--- src/cte_map.svh ---
// Register offsets, field positions, reload values and limits of the CAN timestamp,
// error counter and transfer command block.
// Assumes inclusion by bare name from the design modules.
`ifndef CTE_MAP_SVH
`define CTE_MAP_SVH
`define CTE_OFF_MODE 8'h00
`define CTE_OFF_IMASK 8'h04
`define CTE_OFF_STATUS 8'h08
`define CTE_OFF_TIMER 8'h0c
`define CTE_OFF_TSTAMP 8'h10
`define CTE_OFF_ERRCNT 8'h14
`define CTE_OFF_XFER 8'h18
`define CTE_OFF_MBOX_TYPE 8'h1c
`define CTE_OFF_MBOX_PRIO 8'h20
`define CTE_OFF_MBOX_STAT 8'h24
`define CTE_BIT_ENABLE 0
`define CTE_BIT_EOF_SEL 1
`define CTE_BIT_CAPTURE 0
`define CTE_BIT_TIMER_CLR 31
`define CTE_TEC_LSB 16
`define CTE_RDY_LSB 0
`define CTE_ABT_LSB 8
`define CTE_ERR_STEP 8'h08
`define CTE_REC_LIMIT 8'h7f
`define CTE_REC_RELOAD 8'h77
`define CTE_FLAG_TOL_ACTIVE 5'h0d
`define CTE_FLAG_TOL_PASSIVE 5'h07
`define CTE_FLAG_REPEAT 5'h08
`endif

--- src/cte_pkg.sv ---
// Types shared by the CAN timestamp and error counter block.
// Assumes cte_map.svh holds the numeric constants.
package cte_pkg;
  typedef enum logic [2:0] {
    CTE_MB_DISABLED,
    CTE_MB_RECEIVE,
    CTE_MB_RECEIVE_OVR,
    CTE_MB_TRANSMIT,
    CTE_MB_CONSUMER,
    CTE_MB_PRODUCER
  } cte_mbox_type_t;
  typedef enum logic [1:0] {
    CTE_FLAG_ACTIVE,
    CTE_FLAG_PASSIVE,
    CTE_FLAG_OVERLOAD
  } cte_flag_kind_t;
endpackage

--- src/cte_err_counter.sv ---
// One CAN error counter with error-confinement update rules.
// Assumes one-cycle event pulses from the protocol engine, at most one group per cycle.
`timescale 1ns/1ns
`default_nettype none
`include "cte_map.svh"
module cte_err_counter #(
  parameter int WIDTH = 8
) (
  input wire logic aclk,
  input wire logic aresetn,
  input wire logic inc_one,
  input wire logic inc_eight,
  input wire logic success,
  input wire logic saturate_reload,
  output logic [WIDTH-1:0] count
);
  if (WIDTH < 8) $error("cte_err_counter needs WIDTH of at least 8");
  logic [WIDTH-1:0] count_reg;
  logic [WIDTH-1:0] count_next;
  logic [WIDTH:0] sum;
  always_comb begin
    sum = {1'b0, count_reg};
    if (inc_eight) begin
      sum = {1'b0, count_reg} + (WIDTH+1)'(`CTE_ERR_STEP);
    end else if (inc_one) begin
      sum = {1'b0, count_reg} + (WIDTH+1)'(1);
    end
    count_next = sum[WIDTH] ? '1 : sum[WIDTH-1:0];
    if (!inc_eight && !inc_one && success) begin
      if (saturate_reload && count_reg > WIDTH'(`CTE_REC_LIMIT)) begin
        count_next = WIDTH'(`CTE_REC_RELOAD);
      end else if (count_reg != '0) begin
        count_next = count_reg - WIDTH'(1);
      end
    end
  end
  always_ff @(posedge aclk) begin
    if (!aresetn) begin
      count_reg <= '0;
    end else begin
      count_reg <= count_next;
    end
  end
  assign count = count_reg;
endmodule // cte_err_counter
`default_nettype wire

--- src/cte_core.sv ---
// CAN timer, frame timestamp, error counters and transfer command, behind an AXI4-Lite slave.
// Assumes the protocol engine gives one-cycle event pulses synchronous to aclk.
`timescale 1ns/1ns
`default_nettype none
`include "cte_map.svh"
// Contract
// - Keep a 16-bit free-running timer readable in the timer register.
// - With end-of-frame select clear, capture timer at each start of frame.
// - With end-of-frame select set, capture timer at each end of frame.
// - Every capture sets the capture-done status flag.
// - Interrupt is high while capture flag and its mask bit are set.
// - Reading the status register clears the capture-done flag.
// - Timestamp resets when controller goes disabled then enabled again.
// - Receive errors add one to receive count, except flag bit errors.
// - Dominant first bit after own error flag adds eight to receive count.
// - Bit error in receiver's active error flag adds eight to receive count.
// - Dominant run after flag adds eight at 14th or 8th bit, then every 8.
// - Good reception: 1..127 decrements, 0 holds, above 127 reloads 119..127.
// - Sending error flag adds eight to transmit count except two passive cases.
// - Bit error in transmitter's active or overload flag adds eight.
// - Transmitter dominant run adds eight at 14th or 8th bit, then every 8.
// - Good transmission decrements transmit count unless already zero.
// - Transfer command holds eight mailbox request bits settable in one write.
// - Request acts by mailbox type: receive, send, remote frame, or answer.
// - Setting a request bit clears that mailbox's ready and abort flags.
// - Pending transmits go out highest priority first, lower number on ties.
// - Timer clear command bit 31 zeroes the timer and unfreezes it.
module cte_core #(
  parameter int NUM_MBOX = 8,
  parameter int TIMER_WIDTH = 16
) (
  input wire logic aclk,
  input wire logic aresetn,
  input wire logic [7:0] s_axi_awaddr,
  input wire logic s_axi_awvalid,
  output logic s_axi_awready,
  input wire logic [31:0] s_axi_wdata,
  input wire logic [3:0] s_axi_wstrb,
  input wire logic s_axi_wvalid,
  output logic s_axi_wready,
  output logic [1:0] s_axi_bresp,
  output logic s_axi_bvalid,
  input wire logic s_axi_bready,
  input wire logic [7:0] s_axi_araddr,
  input wire logic s_axi_arvalid,
  output logic s_axi_arready,
  output logic [31:0] s_axi_rdata,
  output logic [1:0] s_axi_rresp,
  output logic s_axi_rvalid,
  input wire logic s_axi_rready,
  input wire logic bit_tick,
  input wire logic timer_freeze,
  input wire logic start_of_frame,
  input wire logic end_of_frame,
  input wire logic rx_error,
  input wire logic rx_error_in_flag,
  input wire logic rx_dominant_after_flag,
  input wire logic tx_error_flag_sent,
  input wire logic tx_error_exempt,
  input wire logic tx_error_in_flag,
  input wire logic flag_done,
  input wire logic flag_passive,
  input wire logic bus_dominant,
  input wire logic transmitting,
  input wire logic rx_success,
  input wire logic tx_success,
  input wire logic [NUM_MBOX-1:0] mbox_ready_set,
  input wire logic [NUM_MBOX-1:0] mbox_abort_set,
  input wire logic tx_done,
  output logic [NUM_MBOX-1:0] mbox_rx_arm,
  output logic [NUM_MBOX-1:0] mbox_remote_wait,
  output logic tx_start,
  output logic [2:0] tx_mbox,
  output logic tx_remote,
  output logic irq
);
  if (NUM_MBOX != 8) $error("cte_core serves exactly eight mailboxes");
  if (TIMER_WIDTH != 16) $error("cte_core timer must be 16 bits");
  logic [TIMER_WIDTH-1:0] timer_reg, tstamp_reg;
  logic running_reg, enable_reg, eof_sel_reg, imask_reg, capture_reg, busy_reg;
  logic [NUM_MBOX-1:0] pending_reg, rdy_reg, abt_reg;
  logic [3*NUM_MBOX-1:0] type_reg;
  logic [4*NUM_MBOX-1:0] prio_reg;
  logic [7:0] awaddr_reg;
  logic aw_held_reg, w_held_reg;
  logic [31:0] wdata_reg;
  logic [3:0] wstrb_reg;
  logic [4:0] dom_run_reg;
  logic dom_active_reg, dom_armed_reg, flag_passive_reg;
  logic [7:0] rx_error_count, tx_error_count;
  // Write channel: address and data latched independently, applied together
  logic wr_fire;
  logic [31:0] wr_mask;
  assign s_axi_awready = !aw_held_reg && !s_axi_bvalid;
  assign s_axi_wready = !w_held_reg && !s_axi_bvalid;
  assign wr_fire = aw_held_reg && w_held_reg && !s_axi_bvalid;
  assign wr_mask = {{8{wstrb_reg[3]}}, {8{wstrb_reg[2]}}, {8{wstrb_reg[1]}}, {8{wstrb_reg[0]}}};

  function automatic logic known_addr(input logic [7:0] a);
    known_addr = a == `CTE_OFF_MODE || a == `CTE_OFF_IMASK || a == `CTE_OFF_STATUS
              || a == `CTE_OFF_TIMER || a == `CTE_OFF_TSTAMP || a == `CTE_OFF_ERRCNT
              || a == `CTE_OFF_XFER || a == `CTE_OFF_MBOX_TYPE || a == `CTE_OFF_MBOX_PRIO
              || a == `CTE_OFF_MBOX_STAT;
  endfunction

  always_ff @(posedge aclk) begin
    if (!aresetn) begin
      aw_held_reg <= 1'b0;
      w_held_reg <= 1'b0;
      awaddr_reg <= 8'h00;
      wdata_reg <= 32'h0000_0000;
      wstrb_reg <= 4'h0;
      s_axi_bvalid <= 1'b0;
      s_axi_bresp <= 2'h0;
    end else begin
      if (s_axi_awvalid && s_axi_awready) begin
        aw_held_reg <= 1'b1;
        awaddr_reg <= {s_axi_awaddr[7:2], 2'h0};
      end
      if (s_axi_wvalid && s_axi_wready) begin
        w_held_reg <= 1'b1;
        wdata_reg <= s_axi_wdata;
        wstrb_reg <= s_axi_wstrb;
      end
      if (wr_fire) begin
        aw_held_reg <= 1'b0;
        w_held_reg <= 1'b0;
        s_axi_bvalid <= 1'b1;
        s_axi_bresp <= known_addr(awaddr_reg) ? 2'h0 : 2'h2;
      end else if (s_axi_bvalid && s_axi_bready) begin
        s_axi_bvalid <= 1'b0;
      end
    end
  end

  logic wr_mode, wr_imask, wr_xfer, timer_clr;
  logic [NUM_MBOX-1:0] xfer_set;
  assign wr_mode = wr_fire && awaddr_reg == `CTE_OFF_MODE && wstrb_reg[0];
  assign wr_imask = wr_fire && awaddr_reg == `CTE_OFF_IMASK && wstrb_reg[0];
  assign wr_xfer = wr_fire && awaddr_reg == `CTE_OFF_XFER;
  assign xfer_set = wr_xfer && wstrb_reg[0] ? wdata_reg[NUM_MBOX-1:0] : '0;
  assign timer_clr = wr_xfer && wstrb_reg[3] && wdata_reg[`CTE_BIT_TIMER_CLR];
  always_ff @(posedge aclk) begin
    if (!aresetn) begin
      enable_reg <= 1'b0;
      eof_sel_reg <= 1'b0;
      imask_reg <= 1'b0;
    end else begin
      if (wr_mode) begin
        enable_reg <= wdata_reg[`CTE_BIT_ENABLE];
        eof_sel_reg <= wdata_reg[`CTE_BIT_EOF_SEL];
      end
      if (wr_imask) begin
        imask_reg <= wdata_reg[`CTE_BIT_CAPTURE];
      end
    end
  end

  always_ff @(posedge aclk) begin
    if (!aresetn) begin
      type_reg <= '0;
      prio_reg <= '0;
    end else if (wr_fire) begin
      if (awaddr_reg == `CTE_OFF_MBOX_TYPE) begin
        type_reg <= (type_reg & ~wr_mask[3*NUM_MBOX-1:0]) | (wdata_reg[3*NUM_MBOX-1:0] & wr_mask[3*NUM_MBOX-1:0]);
      end
      if (awaddr_reg == `CTE_OFF_MBOX_PRIO) begin
        prio_reg <= (prio_reg & ~wr_mask) | (wdata_reg & wr_mask);
      end
    end
  end

  // Timer and timestamp capture
  logic capture_evt;
  assign capture_evt = enable_reg && (eof_sel_reg ? end_of_frame : start_of_frame);
  always_ff @(posedge aclk) begin
    if (!aresetn) begin
      timer_reg <= '0;
      running_reg <= 1'b1;
    end else if (timer_clr) begin
      timer_reg <= '0;
      running_reg <= 1'b1;
    end else begin
      if (timer_freeze) begin
        running_reg <= 1'b0;
      end
      if (running_reg && enable_reg && bit_tick && !timer_freeze) begin
        timer_reg <= timer_reg + TIMER_WIDTH'(1);
      end
    end
  end
  logic enable_rise;
  assign enable_rise = wr_mode && wdata_reg[`CTE_BIT_ENABLE] && !enable_reg;
  always_ff @(posedge aclk) begin
    if (!aresetn) begin
      tstamp_reg <= '0;
    end else if (capture_evt) begin
      tstamp_reg <= timer_reg;
    end else if (enable_rise) begin
      tstamp_reg <= '0;
    end
  end
  logic rd_status;
  assign rd_status = s_axi_arvalid && s_axi_arready && {s_axi_araddr[7:2], 2'h0} == `CTE_OFF_STATUS;
  always_ff @(posedge aclk) begin
    if (!aresetn) begin
      capture_reg <= 1'b0;
    end else if (capture_evt) begin
      capture_reg <= 1'b1;
    end else if (rd_status) begin
      capture_reg <= 1'b0;
    end
  end
  assign irq = capture_reg && imask_reg;
  // Dominant-bit run after a flag
  logic run_hit;
  assign run_hit = dom_active_reg && bit_tick && bus_dominant
                && (dom_armed_reg ? dom_run_reg == `CTE_FLAG_REPEAT - 5'h01
                   : dom_run_reg == (flag_passive_reg ? `CTE_FLAG_TOL_PASSIVE : `CTE_FLAG_TOL_ACTIVE));

  always_ff @(posedge aclk) begin
    if (!aresetn) begin
      dom_active_reg <= 1'b0;
      dom_armed_reg <= 1'b0;
      dom_run_reg <= 5'h00;
      flag_passive_reg <= 1'b0;
    end else if (flag_done) begin
      dom_active_reg <= 1'b1;
      dom_armed_reg <= 1'b0;
      dom_run_reg <= 5'h00;
      flag_passive_reg <= flag_passive;
    end else if (dom_active_reg && bit_tick) begin
      if (!bus_dominant) begin
        dom_active_reg <= 1'b0;
      end else if (run_hit) begin
        dom_armed_reg <= 1'b1;
        dom_run_reg <= 5'h00;
      end else begin
        dom_run_reg <= dom_run_reg + 5'h01;
      end
    end
  end

  cte_err_counter #(.WIDTH(8)) u_rec (
    .aclk(aclk),
    .aresetn(aresetn),
    .inc_one(rx_error && !rx_error_in_flag),
    .inc_eight(rx_dominant_after_flag || rx_error_in_flag || (run_hit && !transmitting)),
    .success(rx_success),
    .saturate_reload(1'b1),
    .count(rx_error_count)
  );

  cte_err_counter #(.WIDTH(8)) u_tec (
    .aclk(aclk),
    .aresetn(aresetn),
    .inc_one(1'b0),
    .inc_eight((tx_error_flag_sent && !tx_error_exempt) || tx_error_in_flag || (run_hit && transmitting)),
    .success(tx_success),
    .saturate_reload(1'b0),
    .count(tx_error_count)
  );

  // Mailbox requests, flags and transmit arbitration
  function automatic cte_pkg::cte_mbox_type_t mb_type(input logic [3*NUM_MBOX-1:0] t, input int i);
    mb_type = cte_pkg::cte_mbox_type_t'(t[3*i +: 3]);
  endfunction
  logic [NUM_MBOX-1:0] tx_kind, rx_kind;
  for (genvar g = 0; g < NUM_MBOX; g++) begin : g_kind
    assign tx_kind[g] = mb_type(type_reg, g) == cte_pkg::CTE_MB_TRANSMIT || mb_type(type_reg, g) == cte_pkg::CTE_MB_CONSUMER;
    assign rx_kind[g] = mb_type(type_reg, g) == cte_pkg::CTE_MB_RECEIVE || mb_type(type_reg, g) == cte_pkg::CTE_MB_RECEIVE_OVR;
  end

  logic found;
  logic [2:0] win;
  logic [3:0] win_prio;
  always_comb begin
    found = 1'b0;
    win = 3'h0;
    win_prio = 4'h0;
    for (int i = 0; i < NUM_MBOX; i++) begin
      if (pending_reg[i] && tx_kind[i] && (!found || prio_reg[4*i +: 4] < win_prio)) begin
        found = 1'b1;
        win = 3'(i);
        win_prio = prio_reg[4*i +: 4];
      end
    end
  end
  logic launch;
  assign launch = found && !busy_reg && enable_reg;
  always_ff @(posedge aclk) begin
    if (!aresetn) begin
      pending_reg <= '0;
      rdy_reg <= '0;
      abt_reg <= '0;
      mbox_rx_arm <= '0;
      mbox_remote_wait <= '0;
    end else begin
      for (int i = 0; i < NUM_MBOX; i++) begin
        if (xfer_set[i]) begin
          pending_reg[i] <= tx_kind[i];
          mbox_rx_arm[i] <= rx_kind[i];
          mbox_remote_wait[i] <= mb_type(type_reg, i) == cte_pkg::CTE_MB_PRODUCER;
          rdy_reg[i] <= mbox_ready_set[i];
          abt_reg[i] <= mbox_abort_set[i];
        end else begin
          if (launch && win == 3'(i)) begin
            pending_reg[i] <= 1'b0;
          end
          rdy_reg[i] <= rdy_reg[i] | mbox_ready_set[i];
          abt_reg[i] <= abt_reg[i] | mbox_abort_set[i];
          if (mbox_ready_set[i]) begin
            mbox_rx_arm[i] <= 1'b0;
            mbox_remote_wait[i] <= 1'b0;
          end
        end
      end
    end
  end

  always_ff @(posedge aclk) begin
    if (!aresetn) begin
      busy_reg <= 1'b0;
      tx_start <= 1'b0;
      tx_mbox <= 3'h0;
      tx_remote <= 1'b0;
    end else begin
      tx_start <= launch;
      if (launch) begin
        busy_reg <= 1'b1;
        tx_mbox <= win;
        tx_remote <= mb_type(type_reg, int'(win)) == cte_pkg::CTE_MB_CONSUMER;
      end else if (tx_done) begin
        busy_reg <= 1'b0;
      end
    end
  end

  // Read channel
  assign s_axi_arready = !s_axi_rvalid;
  always_ff @(posedge aclk) begin
    if (!aresetn) begin
      s_axi_rvalid <= 1'b0;
      s_axi_rdata <= 32'h0000_0000;
      s_axi_rresp <= 2'h0;
    end else if (s_axi_arvalid && s_axi_arready) begin
      s_axi_rvalid <= 1'b1;
      s_axi_rresp <= known_addr({s_axi_araddr[7:2], 2'h0}) ? 2'h0 : 2'h2;
      unique case ({s_axi_araddr[7:2], 2'h0})
        `CTE_OFF_MODE: s_axi_rdata <= {30'h0, eof_sel_reg, enable_reg};
        `CTE_OFF_IMASK: s_axi_rdata <= {31'h0, imask_reg};
        `CTE_OFF_STATUS: s_axi_rdata <= {31'h0, capture_reg};
        `CTE_OFF_TIMER: s_axi_rdata <= {16'h0, timer_reg};
        `CTE_OFF_TSTAMP: s_axi_rdata <= {16'h0, tstamp_reg};
        `CTE_OFF_ERRCNT: s_axi_rdata <= {8'h0, tx_error_count, 8'h0, rx_error_count};
        `CTE_OFF_MBOX_TYPE: s_axi_rdata <= {8'h0, type_reg};
        `CTE_OFF_MBOX_PRIO: s_axi_rdata <= prio_reg;
        `CTE_OFF_MBOX_STAT: s_axi_rdata <= {16'h0, abt_reg, rdy_reg};
        default: s_axi_rdata <= 32'h0000_0000;
      endcase
    end else if (s_axi_rready) begin
      s_axi_rvalid <= 1'b0;
    end
  end
endmodule // cte_core
`default_nettype wire

--- config.mk ---
export PLATFORM = sky130hd
export DESIGN_NAME = cte_core
export DESIGN_NICKNAME = d
export VERILOG_FILES = /design/src/cte_pkg.sv /design/src/cte_err_counter.sv /design/src/cte_core.sv
export VERILOG_INCLUDE_DIRS = /design/src
export SDC_FILE = /design/constraint.sdc
export NUM_CORES = 1
export LEC_CHECK = 0
export CAP_MARGIN = 25
export CORE_UTILIZATION = 44
export CTS_CLUSTER_DIAMETER = 120
export DETAILED_ROUTE_END_ITERATION = 7
export DONT_BUFFER_PORTS = 1
export PLACE_DENSITY = 0.56
export SLEW_MARGIN = 0
export SYNTH_ARGS = -nofsm -noshare
export SYNTH_HDL_FRONTEND = slang
export SYNTH_SLANG_ARGS = --single-unit
--- constraint.sdc ---
create_clock -name aclk -period 36.8 [get_ports aclk]
set_clock_uncertainty 0.15 [all_clocks]
set_input_delay 7.36 -clock aclk [delete_from_list [all_inputs] [get_ports aclk]]
set_output_delay 7.36 -clock aclk [all_outputs]
set_load 0.02 [all_outputs]
==> impl_metrics.json <==
{
  "placementRows": 60,
  "dp_hpwl_um": 27110,
  "finalCritPeriodShare": 0.3995,
  "cts_resized": 0,
  "cts_buffers": 28,
  "cts_buffer_depth": 3,
  "layout.nets": 1539,
  "vdd.ir_drop.worst_mv": 0.03133,
  "grt_pass1_vias": 9774,
  "power_density_nw_per_um2": 46.51,
  "rsz0062_at_grt": "false",
  "tightestPinTransition_ns": 1.023,
  "drtIter0Drc": 839,
  "area_delta_synth_final_pct": 9.555,
  "yosysTopAreaCellShare": 0.4012,
  "synth_seq_cells": 243,
  "synth_seq_area_share": 0.4012,
  "clock-sinks": 243,
  "cp_top_family": "compound AO/OA/AOI/OAI gates",
  "preCtsSetupSlack_ns": 22.33,
  "worst_slack_ns": 22.10,
  "synth_edf_count": 0,
  "grtUsageTotal": 0.2608,
  "fp.dieW_um": 168.0,
  "yosys-top-cells-area": "dfxtp_1, mux2i_1, nor2_1",
  "gp_congestion": 0.8850,
  "clock_latency_ns": 0.54,
  "cp_slowest_stage_delay_ns": 0.63,
  "cts_root_buf": "clkbuf_16",
  "ioPinCount": 155,
  "async_flop_share": 0,
  "hold_buffers": 0,
  "fmax_mhz": 68.02,
  "slew-limit-headroom": 0.3180,
  "fin_hold_ws_ns": 0.3083,
  "wirelength_um": 37000,
  "cts_setup_buffers": 0,
  "viasPerCell": 5.855,
  "path_class": "register to register",
  "startpoint_type": "register",
  "syn_inst": 1457,
  "cts_tree": "yes",
  "grt_max_degree": 133,
  "cp.arrival_ns": 15.00,
  "overflow": 0,
  "fin_setup_tns_ns": 0,
  "ys_types": 87,
  "crit_path_end_kind": "register",
  "htree_levels": 1,
  "core_um2": 27030,
  "hold_viol_final": 0,
  "wl_per_cell_um": 20.82,
  "slowest_stage": "dfxtp_1",
  "hp-class": "register to register",
  "grt_pass1_wl_um": 57670,
  "clk_pin_slew_ns": 0.06,
  "crit_fanout": 13,
  "ant_nets": 0,
  "fin_crit_ns": 14.70,
  "drive_above_1_share": 0.06551,
  "ys_dominant_reg_cell": "dfxtp_1",
  "drtPass1Iterations": 5,
  "status": "finished, final reports clean",
  "cp.required_ns": 37.10,
  "yosys_warnings": 0,
  "syn_area_um2": 12130,
  "drv_cap": 0,
  "die_y_um": 168.0,
  "drv_slew": 0,
  "initial_core_util": 0.4487,
  "worst-path-buf-inv": 4,
  "p_leak_nw": 5.224,
  "synth.avg_cell_area_um2": 8.322,
  "portBuffers": 0,
  "fin_util": 0.4915,
  "setup_violations": 0,
  "num_vias": 10405,
  "fp.dieArea_um2": 28230,
  "antenna_found_initial": 0,
  "drcViolationCount": 0,
  "synth_top_area_cell": "dfxtp_1"
}
[area by class of cell]
cell class              instances  area, um^2
fillers                      2660       13740
repair buffers                 10       78.83
clock buffers                  38       799.5
inverters                      54       207.7
well taps                     341       426.7
flip-flops and latches        243        4865
multi-input cells            1078        6715
clock inverters                12       188.9
diodes                          1       2.502
[layout by cell type (no fill, tap or decap), types with 8 or more instances in the layout]
master and count:
nand4_1 15, a22oi_1 31, a31oi_1 17, dfxtp_1 243, nand3_1 41, a221oi_1 10, nand2b_1 17, xor2_1 16
and2_1 12, nor2b_1 15, inv_1 53, a211oi_1 12, o21ai_0 38, buf_4 9, nand2_1 155, nand3b_1 9
mux2i_1 93, xnor2_1 15, o211ai_1 17, ha_1 32, a222oi_1 8, nor2_1 208, nor3_1 28, clkbuf_16 29
a22o_1 9, mux2_2 8, a21oi_1 144, and3_1 8
[stage by stage]
stage / instance area [um^2] / power (mW) / std cells
3_5_place_dp: 12290 / 0.3248 / 1726
3_3_place_gp: 12280 / 0.3242 / 1725
4_1_cts: 13280 / 0.6234 / 1776
2_1_floorplan: 12130 / 0.3147 / 1458
6_report: 13280 / 0.6178 / 1777
5_1_grt: 13280 / 0.6414 / 1776
[synth_stat cells, drive strengths merged (4+ instances only)]
cell type,number
a211o,4
a211oi,13
a21o,5
a21oi,144
a221oi,11
a222oi,8
a22o,9
a22oi,31
a31oi,17
a32oi,4
and2,12
and3,8
buf,14
clkbuf,69
dfxtp,243
ha,32
inv,53
mux2,8
mux2i,93
nand2,155
nand2b,18
nand3,41
nand3b,9
nand4,15
nor2,210
nor2b,16
nor3,28
nor3b,4
o2111ai,4
o211ai,18
o21ai,48
o31a,6
o31ai,6
or2,7
or3,7
xnor2,15
xor2,16
[logic make-up after synthesis]
group,after synthesis,share of synthesized area
buffers and inverters,137,0.04602
and+or+nand+nor,553,0.2143
other,1,0.0003093
adders and majority gates,32,0.03302
DFF,243,0.4012
AOI/OAI and AO/OA,359,0.1985
muxes,101,0.08420
xor gates and xnor gates,31,0.02239
[layer usage]
layer  routed length (um)  track usage  vias to the layer above
li1                     -            -                     5076
met5                    0            0                        -
met4                 1062      0.07898                        0
met2                16400       0.4094                      314
met1                17310       0.3675                     4956
met3                 2232      0.03996                       59
[power by group]
| part | total [mW] | switching [mW] | internal, mW |
|---|---|---|---|
| Clock | 0.299 | 0.113 | 0.186 |
| Sequential | 0.283 | 0.0115 | 0.271 |
| Combinational | 0.0363 | 0.0232 | 0.0131 |
| Total | 0.618 | 0.147 | 0.471 |
[final timing paths]
path / slack, ns / depth (start not counted) / startpoint / end
worst max-delay path: 22.10 / 60 / register / tx_remote$_SDFFE_PN0P_
worst min-delay path: 0.31 / 2 / wdata_reg[25]$_SDFFE_PN0P_ / wdata_reg[25]$_SDFFE_PN0P_
worst max register to register: 22.10 / 60 / register / tx_remote$_SDFFE_PN0P_
worst min register to register: 0.31 / 2 / wdata_reg[25]$_SDFFE_PN0P_ / wdata_reg[25]$_SDFFE_PN0P_
[worst register-to-register path, delay by kind of cell, from the launching register on]
family	cells	cell delay (ns)
flops	1	0.63
fa+ha+maj	7	2.04
buf+inv	4	0.27
simple gates	17	3.44
mux	4	1.39
compound gates	28	6.73
(Power assumes the default switching activity.)
